$ cat config.mk
export PLATFORM = sky130hd
export DESIGN_NAME = mcsps_top
export DESIGN_NICKNAME = d
export VERILOG_FILES = /design/src/common/mcsps_pkg.sv /design/src/design/mcsps_top.sv
export SDC_FILE = /design/constraint.sdc
export NUM_CORES = 1
export LEC_CHECK = 0
export ABC_AREA = 1
export BUFFER_PORTS_ARGS = -buffer_cell sky130_fd_sc_hd__buf_2
export CORE_MARGIN = 2
export CORE_UTILIZATION = 53
export DETAILED_ROUTE_END_ITERATION = 6
export GPL_TIMING_DRIVEN = 1
export PLACE_DENSITY = 0.81
export SYNTH_ARGS = -nofsm -noshare
export SYNTH_HDL_FRONTEND = slang
export SYNTH_SLANG_ARGS = --single-unit
$ cat constraint.sdc
create_clock -name clk -period 2.4 [get_ports clk]
set_clock_uncertainty 0.05 [all_clocks]
set_input_delay 0.12 -clock clk [delete_from_list [all_inputs] [get_ports clk]]
set_output_delay 0.12 -clock clk [all_outputs]
set_load 0.03 [all_outputs]
$ cat src/common/mcsps_pkg.sv
// Purpose: Shared constants for the main clock select, prescale and start-up block.
// Assumes: APB register map with one aligned 32-bit word per register.
// Notes:   Oscillator sources arrive as one-cycle tick enables on the 20 MHz clock.
`default_nettype none
package mcsps_pkg;
    // ------------------------------------------------------------------
    // Clock and timing
    // ------------------------------------------------------------------
    localparam int          CLK_HZ             = 20_000_000;
    localparam int          LF_OSC_HZ          = 128_000;
    localparam int          RESET_DELAY_MS     = 64;
    localparam int          RESET_DELAY_TICKS  = RESET_DELAY_MS * (LF_OSC_HZ / 1000);
    localparam logic [2:0]  OSC_START_CYCLES   = 3'h6;
    localparam logic [4:0]  CONFIG_CYCLES      = 5'h15;
    localparam logic [2:0]  WAKE_START_CYCLES  = 3'h6;
    localparam logic [2:0]  UNLOCK_CYCLES      = 3'h4;
    // ------------------------------------------------------------------
    // Register map
    // ------------------------------------------------------------------
    localparam logic [7:0]  ADDR_CHANGE_PROTECT = 8'h00;
    localparam logic [7:0]  ADDR_MAIN_SETTINGS  = 8'h04;
    localparam logic [7:0]  ADDR_PRESCALE       = 8'h08;
    localparam logic [7:0]  ADDR_OSC_TRIM       = 8'h0c;
    localparam logic [7:0]  ADDR_STATUS         = 8'h10;
    // Signature value is arbitrary.
    localparam logic [7:0]  CHANGE_SIGNATURE    = 8'h5a;
    // ------------------------------------------------------------------
    // Fields and reset values
    // ------------------------------------------------------------------
    localparam logic [1:0]  SRC_CAL8            = 2'h0;
    localparam logic [1:0]  SRC_LF128           = 2'h1;
    localparam logic [1:0]  SRC_EXT             = 2'h2;
    localparam logic [1:0]  SRC_RESERVED        = 2'h3;
    localparam logic [3:0]  PRESCALE_RESET      = 4'h3;
    localparam logic [3:0]  PRESCALE_MAX_CODE   = 4'h8;
    localparam logic [7:0]  TRIM_RESET          = 8'h00;
    localparam int          STAT_SRC_LSB        = 0;
    localparam int          STAT_PS_LSB         = 4;
    localparam int          STAT_STATE_LSB      = 8;
    localparam int          STAT_PEND_BIT       = 11;
    localparam int          STAT_UNLOCK_BIT     = 12;
    // ------------------------------------------------------------------
    // Sleep modes and start-up states
    // ------------------------------------------------------------------
    typedef enum logic [1:0] {
        SLP_IDLE      = 2'b00,
        SLP_NOISE_RED = 2'b01,
        SLP_STANDBY   = 2'b10,
        SLP_POWERDOWN = 2'b11
    } mcsps_sleep_e;
    typedef enum logic [2:0] {
        ST_HOLD   = 3'b000,
        ST_RDELAY = 3'b001,
        ST_OSC    = 3'b010,
        ST_CONFIG = 3'b011,
        ST_RUN    = 3'b100,
        ST_SLEEP  = 3'b101,
        ST_WAKE   = 3'b110
    } mcsps_state_e;
endpackage
`default_nettype wire

$ cat src/design/mcsps_top.sv
// Purpose: Main clock source select, system prescaler, domain gating and start-up.
// Assumes: Source ticks, reset request and sleep controls are synchronous to clk.
// Notes:   Every derived clock is a one-cycle enable; no clock is gated directly.
//
// Operation
// - Select field 0b00 picks the calibrated 8 MHz oscillator as main clock.
// - Select field 0b10 picks the external clock input as main clock.
// - Select field 0b01 picks the 128 kHz oscillator as main clock.
// - Main source may change at run time without any main clock glitch.
// - After reset the calibrated oscillator is selected and divided by 8.
// - System clock comes from main clock through the prescaler, feeding core and peripherals.
// - Prescale change is glitch-free; no period faster than old and new.
// - New frequency active within T1+T2 to T1+2*T2, with two edges.
// - Prescaler counts at main clock rate; its state is not readable.
// - Internal reset asserts at once and holds until the start-up completes.
// - First step counts a 64 ms delay on the 128 kHz oscillator, unconditionally.
// - Second step waits 6 calibrated oscillator cycles.
// - Last step spends 21 system clock cycles loading configuration.
// - Factory calibration byte loads into the trim register during reset.
// - Power-down wake-up counts only 6 main clock cycles.
// - Idle, noise reduction and standby wake-ups add no start-up delay.
// - Watchdog and reset time-out keep running from the 128 kHz oscillator.
// - Core clock drives register file, system registers and SRAM; gating halts core.
// - Peripheral clock drives I/O; some external interrupts detected while it is gated.
// - Nonvolatile controller clock is enabled and gated with the core clock, except in the configuration step where it runs alone.
// - Converter clock may run while core and peripheral clocks are gated.
// - Prescale codes 0 to 8 divide by 1 to 256; reset value is 3.
// - Source select writes only accepted within four cycles after the signature.
//
// Added by the designer: the APB interface to the registers and the address map.
`default_nettype none
module mcsps_top
    import mcsps_pkg::*;
#(
    parameter int RESET_DELAY = mcsps_pkg::RESET_DELAY_TICKS
) (
    // Clock and reset
    input  wire logic        clk,
    input  wire logic        rst,
    // APB slave
    input  wire logic        psel,
    input  wire logic        penable,
    input  wire logic        pwrite,
    input  wire logic [7:0]  paddr,
    input  wire logic [31:0] pwdata,
    output logic             pready,
    output logic             pslverr,
    output logic [31:0]      prdata,
    // Oscillator and external clock ticks
    input  wire logic        osc8_tick,
    input  wire logic        osc128_tick,
    input  wire logic        ext_clock_input,
    // Reset sources and calibration
    input  wire logic        reset_request,
    input  wire logic [7:0]  calib_byte,
    // Sleep control
    input  wire logic        sleep_req,
    input  wire logic [1:0]  sleep_mode,
    input  wire logic        wake_event,
    input  wire logic        ext_irq_level,
    // Derived enables and status
    output logic             main_clock_en,
    output logic             sys_clock_en,
    output logic             core_clock,
    output logic             periph_clock,
    output logic             nonvolatile_ctrl_clock,
    output logic             converter_clock,
    output logic             watchdog_clock_en,
    output logic             async_irq_wake,
    output logic             main_osc_enable,
    output logic             internal_reset,
    output logic [7:0]       osc_trim
);
    import mcsps_pkg::*;

    // ------------------------------------------------------------------
    // Elaboration checks
    // ------------------------------------------------------------------
    if (RESET_DELAY < 1 || RESET_DELAY > 65535) begin : g_bad_delay
        $error("RESET_DELAY must lie between 1 and 65535");
    end

    // ------------------------------------------------------------------
    // State
    // ------------------------------------------------------------------
    mcsps_state_e state;
    mcsps_state_e next_state;
    logic [15:0]  delay_cnt;
    logic [4:0]   step_cnt;
    logic [1:0]   active_src;
    logic [1:0]   pend_src;
    logic [3:0]   active_ps;
    logic [3:0]   pend_ps;
    logic [7:0]   div_cnt;
    logic [2:0]   unlock_cnt;
    logic [1:0]   slp_mode;
    logic         rd_done;

    // ------------------------------------------------------------------
    // Bus decode
    // ------------------------------------------------------------------
    wire       access     = psel & penable;
    wire       bus_done   = access & rd_done;
    wire       wr_ok      = bus_done & pwrite & ~internal_reset;
    wire       hit_ccp    = (paddr == ADDR_CHANGE_PROTECT);
    wire       hit_main   = (paddr == ADDR_MAIN_SETTINGS);
    wire       hit_ps     = (paddr == ADDR_PRESCALE);
    wire       hit_trim   = (paddr == ADDR_OSC_TRIM);
    wire       hit_stat   = (paddr == ADDR_STATUS);
    wire       mapped     = hit_ccp | hit_main | hit_ps | hit_trim | hit_stat;
    wire       unlocked   = (unlock_cnt != 3'h0);
    wire       sig_write  = wr_ok & hit_ccp & (pwdata[7:0] == CHANGE_SIGNATURE);
    wire       src_write  = wr_ok & hit_main & unlocked
                            & (pwdata[1:0] != SRC_RESERVED);
    wire       ps_write   = wr_ok & hit_ps & unlocked
                            & (pwdata[3:0] <= PRESCALE_MAX_CODE);
    wire       trim_write = wr_ok & hit_trim;

    assign pready  = bus_done;
    assign pslverr = bus_done & ~mapped;

    // ------------------------------------------------------------------
    // Source selection and prescaler
    // ------------------------------------------------------------------
    function automatic logic pick_tick(input logic [1:0] sel, input logic t8,
                                       input logic t128, input logic tex);
        case (sel)
            SRC_CAL8:  pick_tick = t8;
            SRC_LF128: pick_tick = t128;
            SRC_EXT:   pick_tick = tex;
            default:   pick_tick = 1'b0;
        endcase
    endfunction

    // The source changes only on a tick of the old source, so a main period
    // is never cut short; the first new period then ends on a new tick.
    wire       old_tick   = pick_tick(active_src, osc8_tick, osc128_tick, ext_clock_input);
    wire       src_swap   = old_tick & (pend_src != active_src);
    assign main_clock_en  = old_tick;

    // Divide limit per code: the count wraps after 2**code main ticks.
    wire [7:0] div_last   = 8'(({1'b0, 8'h01} << active_ps) - 9'h001);
    wire       sys_tick   = main_clock_en & (div_cnt == div_last);
    assign sys_clock_en   = sys_tick;

    // ------------------------------------------------------------------
    // Start-up sequencing
    // ------------------------------------------------------------------
    wire       run_state  = (state == ST_RUN);
    wire       in_sleep   = (state == ST_SLEEP);
    wire       delay_end  = osc128_tick & (delay_cnt == 16'(RESET_DELAY - 1));
    wire       osc_end    = osc8_tick & (step_cnt == 5'(OSC_START_CYCLES - 3'h1));
    wire       cfg_end    = sys_tick & (step_cnt == CONFIG_CYCLES - 5'h01);
    wire       wake_end   = main_clock_en & (step_cnt == 5'(WAKE_START_CYCLES - 3'h1));

    always_comb begin
        next_state = state;
        case (state)
            ST_HOLD:   next_state = ST_RDELAY;
            ST_RDELAY: if (delay_end) begin
                next_state = ST_OSC;
            end
            ST_OSC:    if (osc_end) begin
                next_state = ST_CONFIG;
            end
            ST_CONFIG: if (cfg_end) begin
                next_state = ST_RUN;
            end
            ST_RUN:    if (sleep_req) begin
                next_state = ST_SLEEP;
            end
            ST_SLEEP:  if (wake_event) begin
                next_state = (slp_mode == SLP_POWERDOWN) ? ST_WAKE : ST_RUN;
            end
            ST_WAKE:   if (wake_end) begin
                next_state = ST_RUN;
            end
            default:   next_state = ST_HOLD;
        endcase
    end

    always_ff @(posedge clk) begin
        if (rst || reset_request) begin
            state <= ST_HOLD;
        end else begin
            state <= next_state;
        end
    end

    // The delay counts on the slow oscillator only; supply level is never sampled.
    always_ff @(posedge clk) begin
        if (rst || reset_request || state != ST_RDELAY) begin
            delay_cnt <= 16'h0000;
        end else if (osc128_tick) begin
            delay_cnt <= delay_cnt + 16'h0001;
        end
    end

    wire step_inc = (state == ST_OSC && osc8_tick)
                  | (state == ST_CONFIG && sys_tick)
                  | (state == ST_WAKE && main_clock_en);

    always_ff @(posedge clk) begin
        if (rst || reset_request || state != next_state) begin
            step_cnt <= 5'h00;
        end else if (step_inc) begin
            step_cnt <= step_cnt + 5'h01;
        end
    end

    always_ff @(posedge clk) begin
        if (rst) begin
            slp_mode <= SLP_IDLE;
        end else if (run_state && sleep_req) begin
            slp_mode <= sleep_mode;
        end
    end

    // Reset is combinational so that a reset source takes effect in its own cycle.
    assign internal_reset = rst | reset_request | (state < ST_RUN);

    // ------------------------------------------------------------------
    // Clock configuration registers
    // ------------------------------------------------------------------
    always_ff @(posedge clk) begin
        if (rst || reset_request) begin
            active_src <= SRC_CAL8;
            pend_src   <= SRC_CAL8;
        end else begin
            if (src_write) begin
                pend_src <= pwdata[1:0];
            end
            if (src_swap) begin
                active_src <= pend_src;
            end
        end
    end

    // A new division starts only at a system clock boundary: the old period
    // completes (T1) and the new count starts from zero (T2), so no shorter
    // period than either setting can appear.
    always_ff @(posedge clk) begin
        if (rst || reset_request) begin
            active_ps <= PRESCALE_RESET;
            pend_ps   <= PRESCALE_RESET;
        end else begin
            if (ps_write) begin
                pend_ps <= pwdata[3:0];
            end
            if (sys_tick) begin
                active_ps <= pend_ps;
            end
        end
    end

    // Counter advances on every main tick and is kept out of the register map.
    always_ff @(posedge clk) begin
        if (rst || reset_request || src_swap || sys_tick) begin
            div_cnt <= 8'h00;
        end else if (main_clock_en) begin
            div_cnt <= div_cnt + 8'h01;
        end
    end

    // Window length is counted in system clock cycles, one per instruction.
    always_ff @(posedge clk) begin
        if (rst || reset_request) begin
            unlock_cnt <= 3'h0;
        end else if (sig_write) begin
            unlock_cnt <= UNLOCK_CYCLES;
        end else if (src_write || ps_write) begin
            unlock_cnt <= 3'h0;
        end else if (unlocked && sys_tick) begin
            unlock_cnt <= unlock_cnt - 3'h1;
        end
    end

    always_ff @(posedge clk) begin
        if (rst) begin
            osc_trim <= TRIM_RESET;
        end else if (state == ST_CONFIG) begin
            osc_trim <= calib_byte;
        end else if (trim_write) begin
            osc_trim <= pwdata[7:0];
        end
    end

    // ------------------------------------------------------------------
    // Clock domain gating
    // ------------------------------------------------------------------
    wire core_on   = run_state;
    wire nvm_on    = run_state | (state == ST_CONFIG);
    wire periph_on = run_state | (in_sleep & (slp_mode == SLP_IDLE));
    wire conv_on   = periph_on | (in_sleep & (slp_mode == SLP_NOISE_RED));

    assign core_clock             = sys_tick & core_on;
    assign nonvolatile_ctrl_clock = sys_tick & nvm_on;
    assign periph_clock           = sys_tick & periph_on;
    assign converter_clock        = sys_tick & conv_on;
    assign watchdog_clock_en      = osc128_tick;
    assign async_irq_wake         = ext_irq_level & in_sleep;
    assign main_osc_enable        = ~(in_sleep & (slp_mode == SLP_POWERDOWN));

    // ------------------------------------------------------------------
    // Read data
    // ------------------------------------------------------------------
    wire [31:0] stat_word = (32'(active_src) << STAT_SRC_LSB)
                          | (32'(active_ps) << STAT_PS_LSB)
                          | (32'(state) << STAT_STATE_LSB)
                          | (32'((pend_src != active_src) | (pend_ps != active_ps))
                             << STAT_PEND_BIT)
                          | (32'(unlocked) << STAT_UNLOCK_BIT);
    wire [31:0] rd_mux    = hit_main ? {30'h0, pend_src}
                          : hit_ps   ? {28'h0, pend_ps}
                          : hit_trim ? {24'h0, osc_trim}
                          : hit_stat ? stat_word
                          : 32'h0000_0000;

    // Each access phase takes two cycles so read data leaves a flip-flop.
    always_ff @(posedge clk) begin
        if (rst) begin
            rd_done <= 1'b0;
            prdata  <= 32'h0000_0000;
        end else begin
            rd_done <= access & ~rd_done;
            if (access && !rd_done) begin
                prdata <= pwrite ? 32'h0000_0000 : rd_mux;
            end
        end
    end
endmodule
`default_nettype wire

Yosys cells after proc, flatten, opt, wreduce, memory -nomap -nowiden
Cells that the tools add are included.

word-level totals
  register bits after elaboration = 90
  input port bits = 62
  word-level logic and storage cells = 135

operators by class
  $add $sub $neg = 5
  order comparisons = 2
  equality and inequality tests = 24
  shifts and indexed selects = 1
  multiplexer cells = 19
  bitwise logic cells = 49
  reduce and logical (&&, ||, !) cells = 21

operators by type and width
  cell                                                                      count
  13-bit two-way mux                                                        5
  1-bit AND                                                                 29
  3-bit two-way mux                                                         9
  3-bit case mux with 7 select lines                                        1
  16-bit by 1-bit adder with 16-bit output (second input constant)          1
  16-bit by 13-bit equality test with 1-bit output (second input constant)  1
  8-bit by 4-bit equality test with 1-bit output (second input constant)    2
  8-bit two-way mux                                                         2
  12-bit by 13-bit bitwise OR with 13-bit output                            1
  1-bit bitwise OR                                                          12
  11-bit by 12-bit bitwise OR with 12-bit output                            1
  8-bit by 11-bit bitwise OR with 11-bit output                             1
  3-bit equality test (second input constant)                               3
  8-bit by 1-bit adder with 8-bit output (second input constant)            1
  8-bit by 3-bit equality test with 1-bit output (second input constant)    1
  8-bit by 5-bit equality test with 1-bit output (second input constant)    1
  8-bit by 7-bit equality test with 1-bit output (second input constant)    1
  8-bit equality test                                                       1
  8-bit logical NOT                                                         1
  2-bit by 8-bit bitwise OR with 8-bit output                               1
  1-bit by 4-bit left shift with 8-bit output (first input constant)        1
  8-bit by 1-bit subtractor with 8-bit output (second input constant)       1
  3-bit by 2-bit equality test with 1-bit output (second input constant)    2
  1-bit logical AND                                                         6
  other kinds (24)                                                          36

Logic depth before layout (Yosys ltp)
  depth in word-level cells = 10
  depth in mapped cells = 19
  gate-level depth less buffers = 18

Worst setup path before layout
OpenSTA, ideal clock, no wires.

  path kind = flip-flop to output port
  start point = register active_ps[2]
  end point = output port periph_clock
  arrival time = 2729 ps
  required time = 2230 ps
  slack = -499 ps
  cell stages (with the launch flop) = 15
  buffers on the path = 2
  path through = dfxtp_1 buf_2 nor2_4 nand2_1 ha_1 inv_1 nand2_1 nand2_1 nand3_2 nor2_2 nand2_1 nor2_4 nand2_4 buf_6 o41ai_1

on the way
  cells in the longest elaborated chain, start to end = 5

RTL lines
  what                                         RTL line          source
  start, declared                              mcsps_top.sv:92   logic [3:0] active_ps;
  start signal, assigned                       mcsps_top.sv:251  active_ps <= pend_ps;
  1-bit by 4-bit left shift with 8-bit output  mcsps_top.sv:142  wire [7:0] div_last = 8'(({1'b0, 8'h01} << active_ps) - 9'h001);
  8-bit by 1-bit subtractor with 8-bit output  mcsps_top.sv:142
  8-bit equality test                          mcsps_top.sv:143  wire sys_tick = main_clock_en & (div_cnt == div_last);
  1-bit AND                                    mcsps_top.sv:143
  1-bit AND                                    mcsps_top.sv:298  assign periph_clock = sys_tick & periph_on;
  end, declared                                mcsps_top.sv:65   output logic periph_clock,

Every way passes these cells.

Worst setup path in the final report
  start point = register active_ps[2]
  end point = output port converter_clock

on the way
  cells in the longest elaborated chain, start to end = 5

RTL lines
  what                                         RTL line          source
  1-bit by 4-bit left shift with 8-bit output  mcsps_top.sv:142
  8-bit by 1-bit subtractor with 8-bit output  mcsps_top.sv:142
  8-bit equality test                          mcsps_top.sv:143
  1-bit AND                                    mcsps_top.sv:143
  1-bit AND                                    mcsps_top.sv:299  assign converter_clock = sys_tick & conv_on;
  end, declared                                mcsps_top.sv:67   output logic converter_clock,

Every way passes these cells.

==> impl_metrics.csv <==
group,metric,value,unit
cts,clk_path_buf_depth,2,
global_routing,grt_max_degree,19,
floorplanning,die_w,92.9,um
global_routing,grt_pass1_wl,18.1,mm
power,power.leakage,2.33,nW
flow_run,max_cap_viol_count,0,
routing,vias,4463,
finish,area_growth,22.8,%
finish,n_antenna_cell,0,
sta,fmax,411,MHz
logic_synthesis,synth_top_area_share,33.9,%
floorplanning,core,7690,um2
critical_path,cp-start-kind,"flop",
floorplanning,die_height,92.9,um
worst_hold_path,hold_depth,3,
logic_synthesis,syn_area,4190,um2
worst_hold_path,holdPathEnd,"pend_ps[0]$_SDFFE_PP1P_",
logic_synthesis,synth-seq-area-share,33.9,%
worst_hold_path,min_from,"pwdata[0]",
routing,ant_nets,0,
finish,drive_gt1_share,21.6,%
cts,clk_pin_slew,0.08,ns
worst_hold_path,hold_path_class,"input pin to flop",
finish,final_util,66.9,%
logic_synthesis,synth_cells,625,
sta,hold_viol_final,0,
logic_synthesis,syn_avg_cell_area,6.71,um2
logic_synthesis,synthFlopType,"dfxtp_1",
power,power_density,448,nW/um2
routing,drc,0,
routing,vias_per_cell,5.32,
sta,tightestPinTransition,0.640,ns
cts,clkSinkCount,71,
critical_path,crit_type,"flop to output pin",
critical_path,crit_required,2.23,ns
logic_synthesis,synth.most_common_cell,"nand2_1",
sta,setup_viol,4,
place,dp_slack,0.0680,ns
logic_synthesis,ys_types,45,
critical_path,critPathCaptureType,"output pin",
critical_path,r2r_cells,17,
cts,root_buffer,"clkbuf_8",
logic_synthesis,yosysWarnings,0,
routing,dr.pass1.iters,4,
sta,timing.final.ws_setup,-0.0359,ns
logic_synthesis,yosys.area.top_type,"dfxtp_1",
floorplanning,core.rowCount,32,
sta,fin_crit_sh,101,%
cts,tritoncts,"built",
status,status,"finished, violations left",
place,place_hpwl,7.68,mm
global_routing,grt_pass1_vias,4123,
power,design_power_total,2.31,mW
sta,rsz0062_at_grt,"true",
routing,drt-wirelength-per-cell,13.1,um
routing,wirelength,11.0,mm
critical_path,r2r_slack,0.16,ns
critical_path,rr_startpoint,"active_ps[2]$_SDFFE_PP0P_",
cts,cts.htree.levels,3,
critical_path,critical_path_arrival,2.27,ns
cts,cts_buffers,9,
routing,drt_iter0_markers,269,
status,violations,"setup timing",
finish,finalNetCount,802,
logic_synthesis,synth-seq-cells,71,
logic_synthesis,synth_commonest_cells,"nand2_1 (152), inv_1 (83), dfxtp_1 (71), nor2_1 (53)",
global_routing,grt_usage,26.0,%
critical_path,cp_max_fo,4,
power,irDropWorstVdd,0.343,mV
critical_path,r2r_end,"unlock_cnt[2]$_SDFFE_PP0P_",
cts,clk_latency,0.36,ns
place,placed_cells,793,
logic_synthesis,async_flop_share,0,%
global_routing,grt.overflow.total,0,
logic_synthesis,yosys-top-cells-area,"dfxtp_1 (34%), nand2_1 (14%), inv_1 (7.4%), a21oi_1 (5.3%), nand3_1 (5.3%)",
sta,min_period,2.44,ns
global_routing,antenna_found_initial,0,
sta,drv_slew,0,
finish,fin_cells,839,
floorplanning,start_util,54.5,%
floorplanning,num_io_pins,114,
place,portBuffers,70,
place,place.gp.congestion,0.909,
sta,relSlewSlack,57.4,%
logic_synthesis,synth_edf_count,0,
floorplanning,die_area,8640,um2
-- registers in the layout, indices dropped and copies added, names as in the netlist --
register / cells
active_ps: 4
step_cnt: 5
rd_done: 1
delay_cnt: 16
div_cnt: 8
pend_ps: 4
active_src: 2
unlock_cnt: 3
slp_mode: 2
osc_trim: 8
state: 3
pend_src: 2
prdata: 13
-- where the power goes --
group	switching [mW]	total (mW)	internal, mW	leakage, nW
registers	0.00548	1.19	1.18	0.573
logic	0.144	0.209	0.0649	1.66
clock network	0.476	0.910	0.434	0.0926
-- cells in the final DEF, fill, tap and decap left out, types with 2 or more instances in the layout --
cell type        n
nand3_1         43
dfxtp_2          3
conb_1          19
a31oi_1          8
buf_4           28
ha_1             7
a21boi_0         2
inv_2            6
nor3b_1          2
nand2_4          4
nor2_2           7
clkbuf_8        11
inv_1           80
nand3b_1         3
dfxtp_1         67
nor4_1           2
nand2_2          5
nand2_1        147
xor2_1          11
buf_6            4
nor2_4           4
clkinv_4         2
dlygate4sd3_1   14
a211oi_1         2
o211ai_1         6
buf_2           65
nor2_1          51
a21oi_1         44
nand4_1          7
nand3_2          5
o21ai_0         39
nor3_1          18
-- worst max-delay path: stages, from the launching register on --
cell     delay, ns
dfxtp_2       0.34
nor2_4        0.15
nand3_2       0.10
ha_4          0.18
inv_2         0.04
nand2_1       0.06
nand2_2       0.08
inv_1         0.05
nor2_2        0.13
o21ai_2       0.10
nor2_4        0.14
nand2_4       0.10
inv_6         0.09
nand2_4       0.06
o31ai_2       0.09
buf_4         0.20
-- final cells by class --
class,instances,area (um2)
sequential,71,1430
inverter,88,335
multi-input combinational,451,2350
tap,102,128
clock inverter,4,30.0
timing repair buffer,111,721
fill,667,2540
clock buffer,12,155
-- metrics by stage --
stage / cell area [um2] / TNS (ns) / hold slack [ns]
finish: 5150 / -0.0972 / 0.00858
global route: 5150 / -1.10 / 0.0249
CTS: 5040 / -0.133 / 0.00819
detailed placement: 4610 / 0 / 0.345
global placement: 4610 / 0 / 0.339
floorplan: 4270 / -0.0921 / 0.183
-- worst max-delay path by stage --
stage                                          from               to  slack [ns]  cells after the start
after floorplan           active_ps[2]$_SDFFE_PP0P_     periph_clock       -0.09                     14
after global placement    active_ps[0]$_SDFFE_PP1P_     periph_clock        0.13                     15
after detailed placement  active_ps[0]$_SDFFE_PP1P_  converter_clock        0.07                     15
after global routing      active_ps[2]$_SDFFE_PP0P_     periph_clock       -0.19                     15
after CTS                 active_ps[3]$_SDFFE_PP0P_  converter_clock       -0.05                     15
final                     active_ps[2]$_SDFFE_PP0P_  converter_clock       -0.04                     15
-- per-layer routing --
layer	track usage, %	vias up	routed length [um]
met3	5.53	40	828
met2	45.8	199	5410
li1	-	2199	-
met1	30.5	2025	4420
met4	10.3	0	356
met5	0	-	0
-- timing repair --
| action | CTS | global route |
|---|---|---|
| endpoints found under the setup margin | 5 | 20 |
| buffers inserted | 6 | 10 |
| pin swaps | 8 | 9 |
| resized for setup | 20 | 11 |
| endpoints found under the hold margin | 10 | 0 |
| gates cloned | 0 | 0 |
| hold buffers | 14 | 0 |
-- cells by family after synthesis --
logic type	after synthesis	synth area share (%)
adders and majority gates	8	2.39
AOI/OAI and AO/OA	108	14.3
xor gates and xnor gates	12	2.51
and+or+nand+nor	304	33.4
other	1	0.0895
DFF	71	33.9
buffers and inverters	121	13.4
No activity file was read; power rests on OpenSTA's default activity.
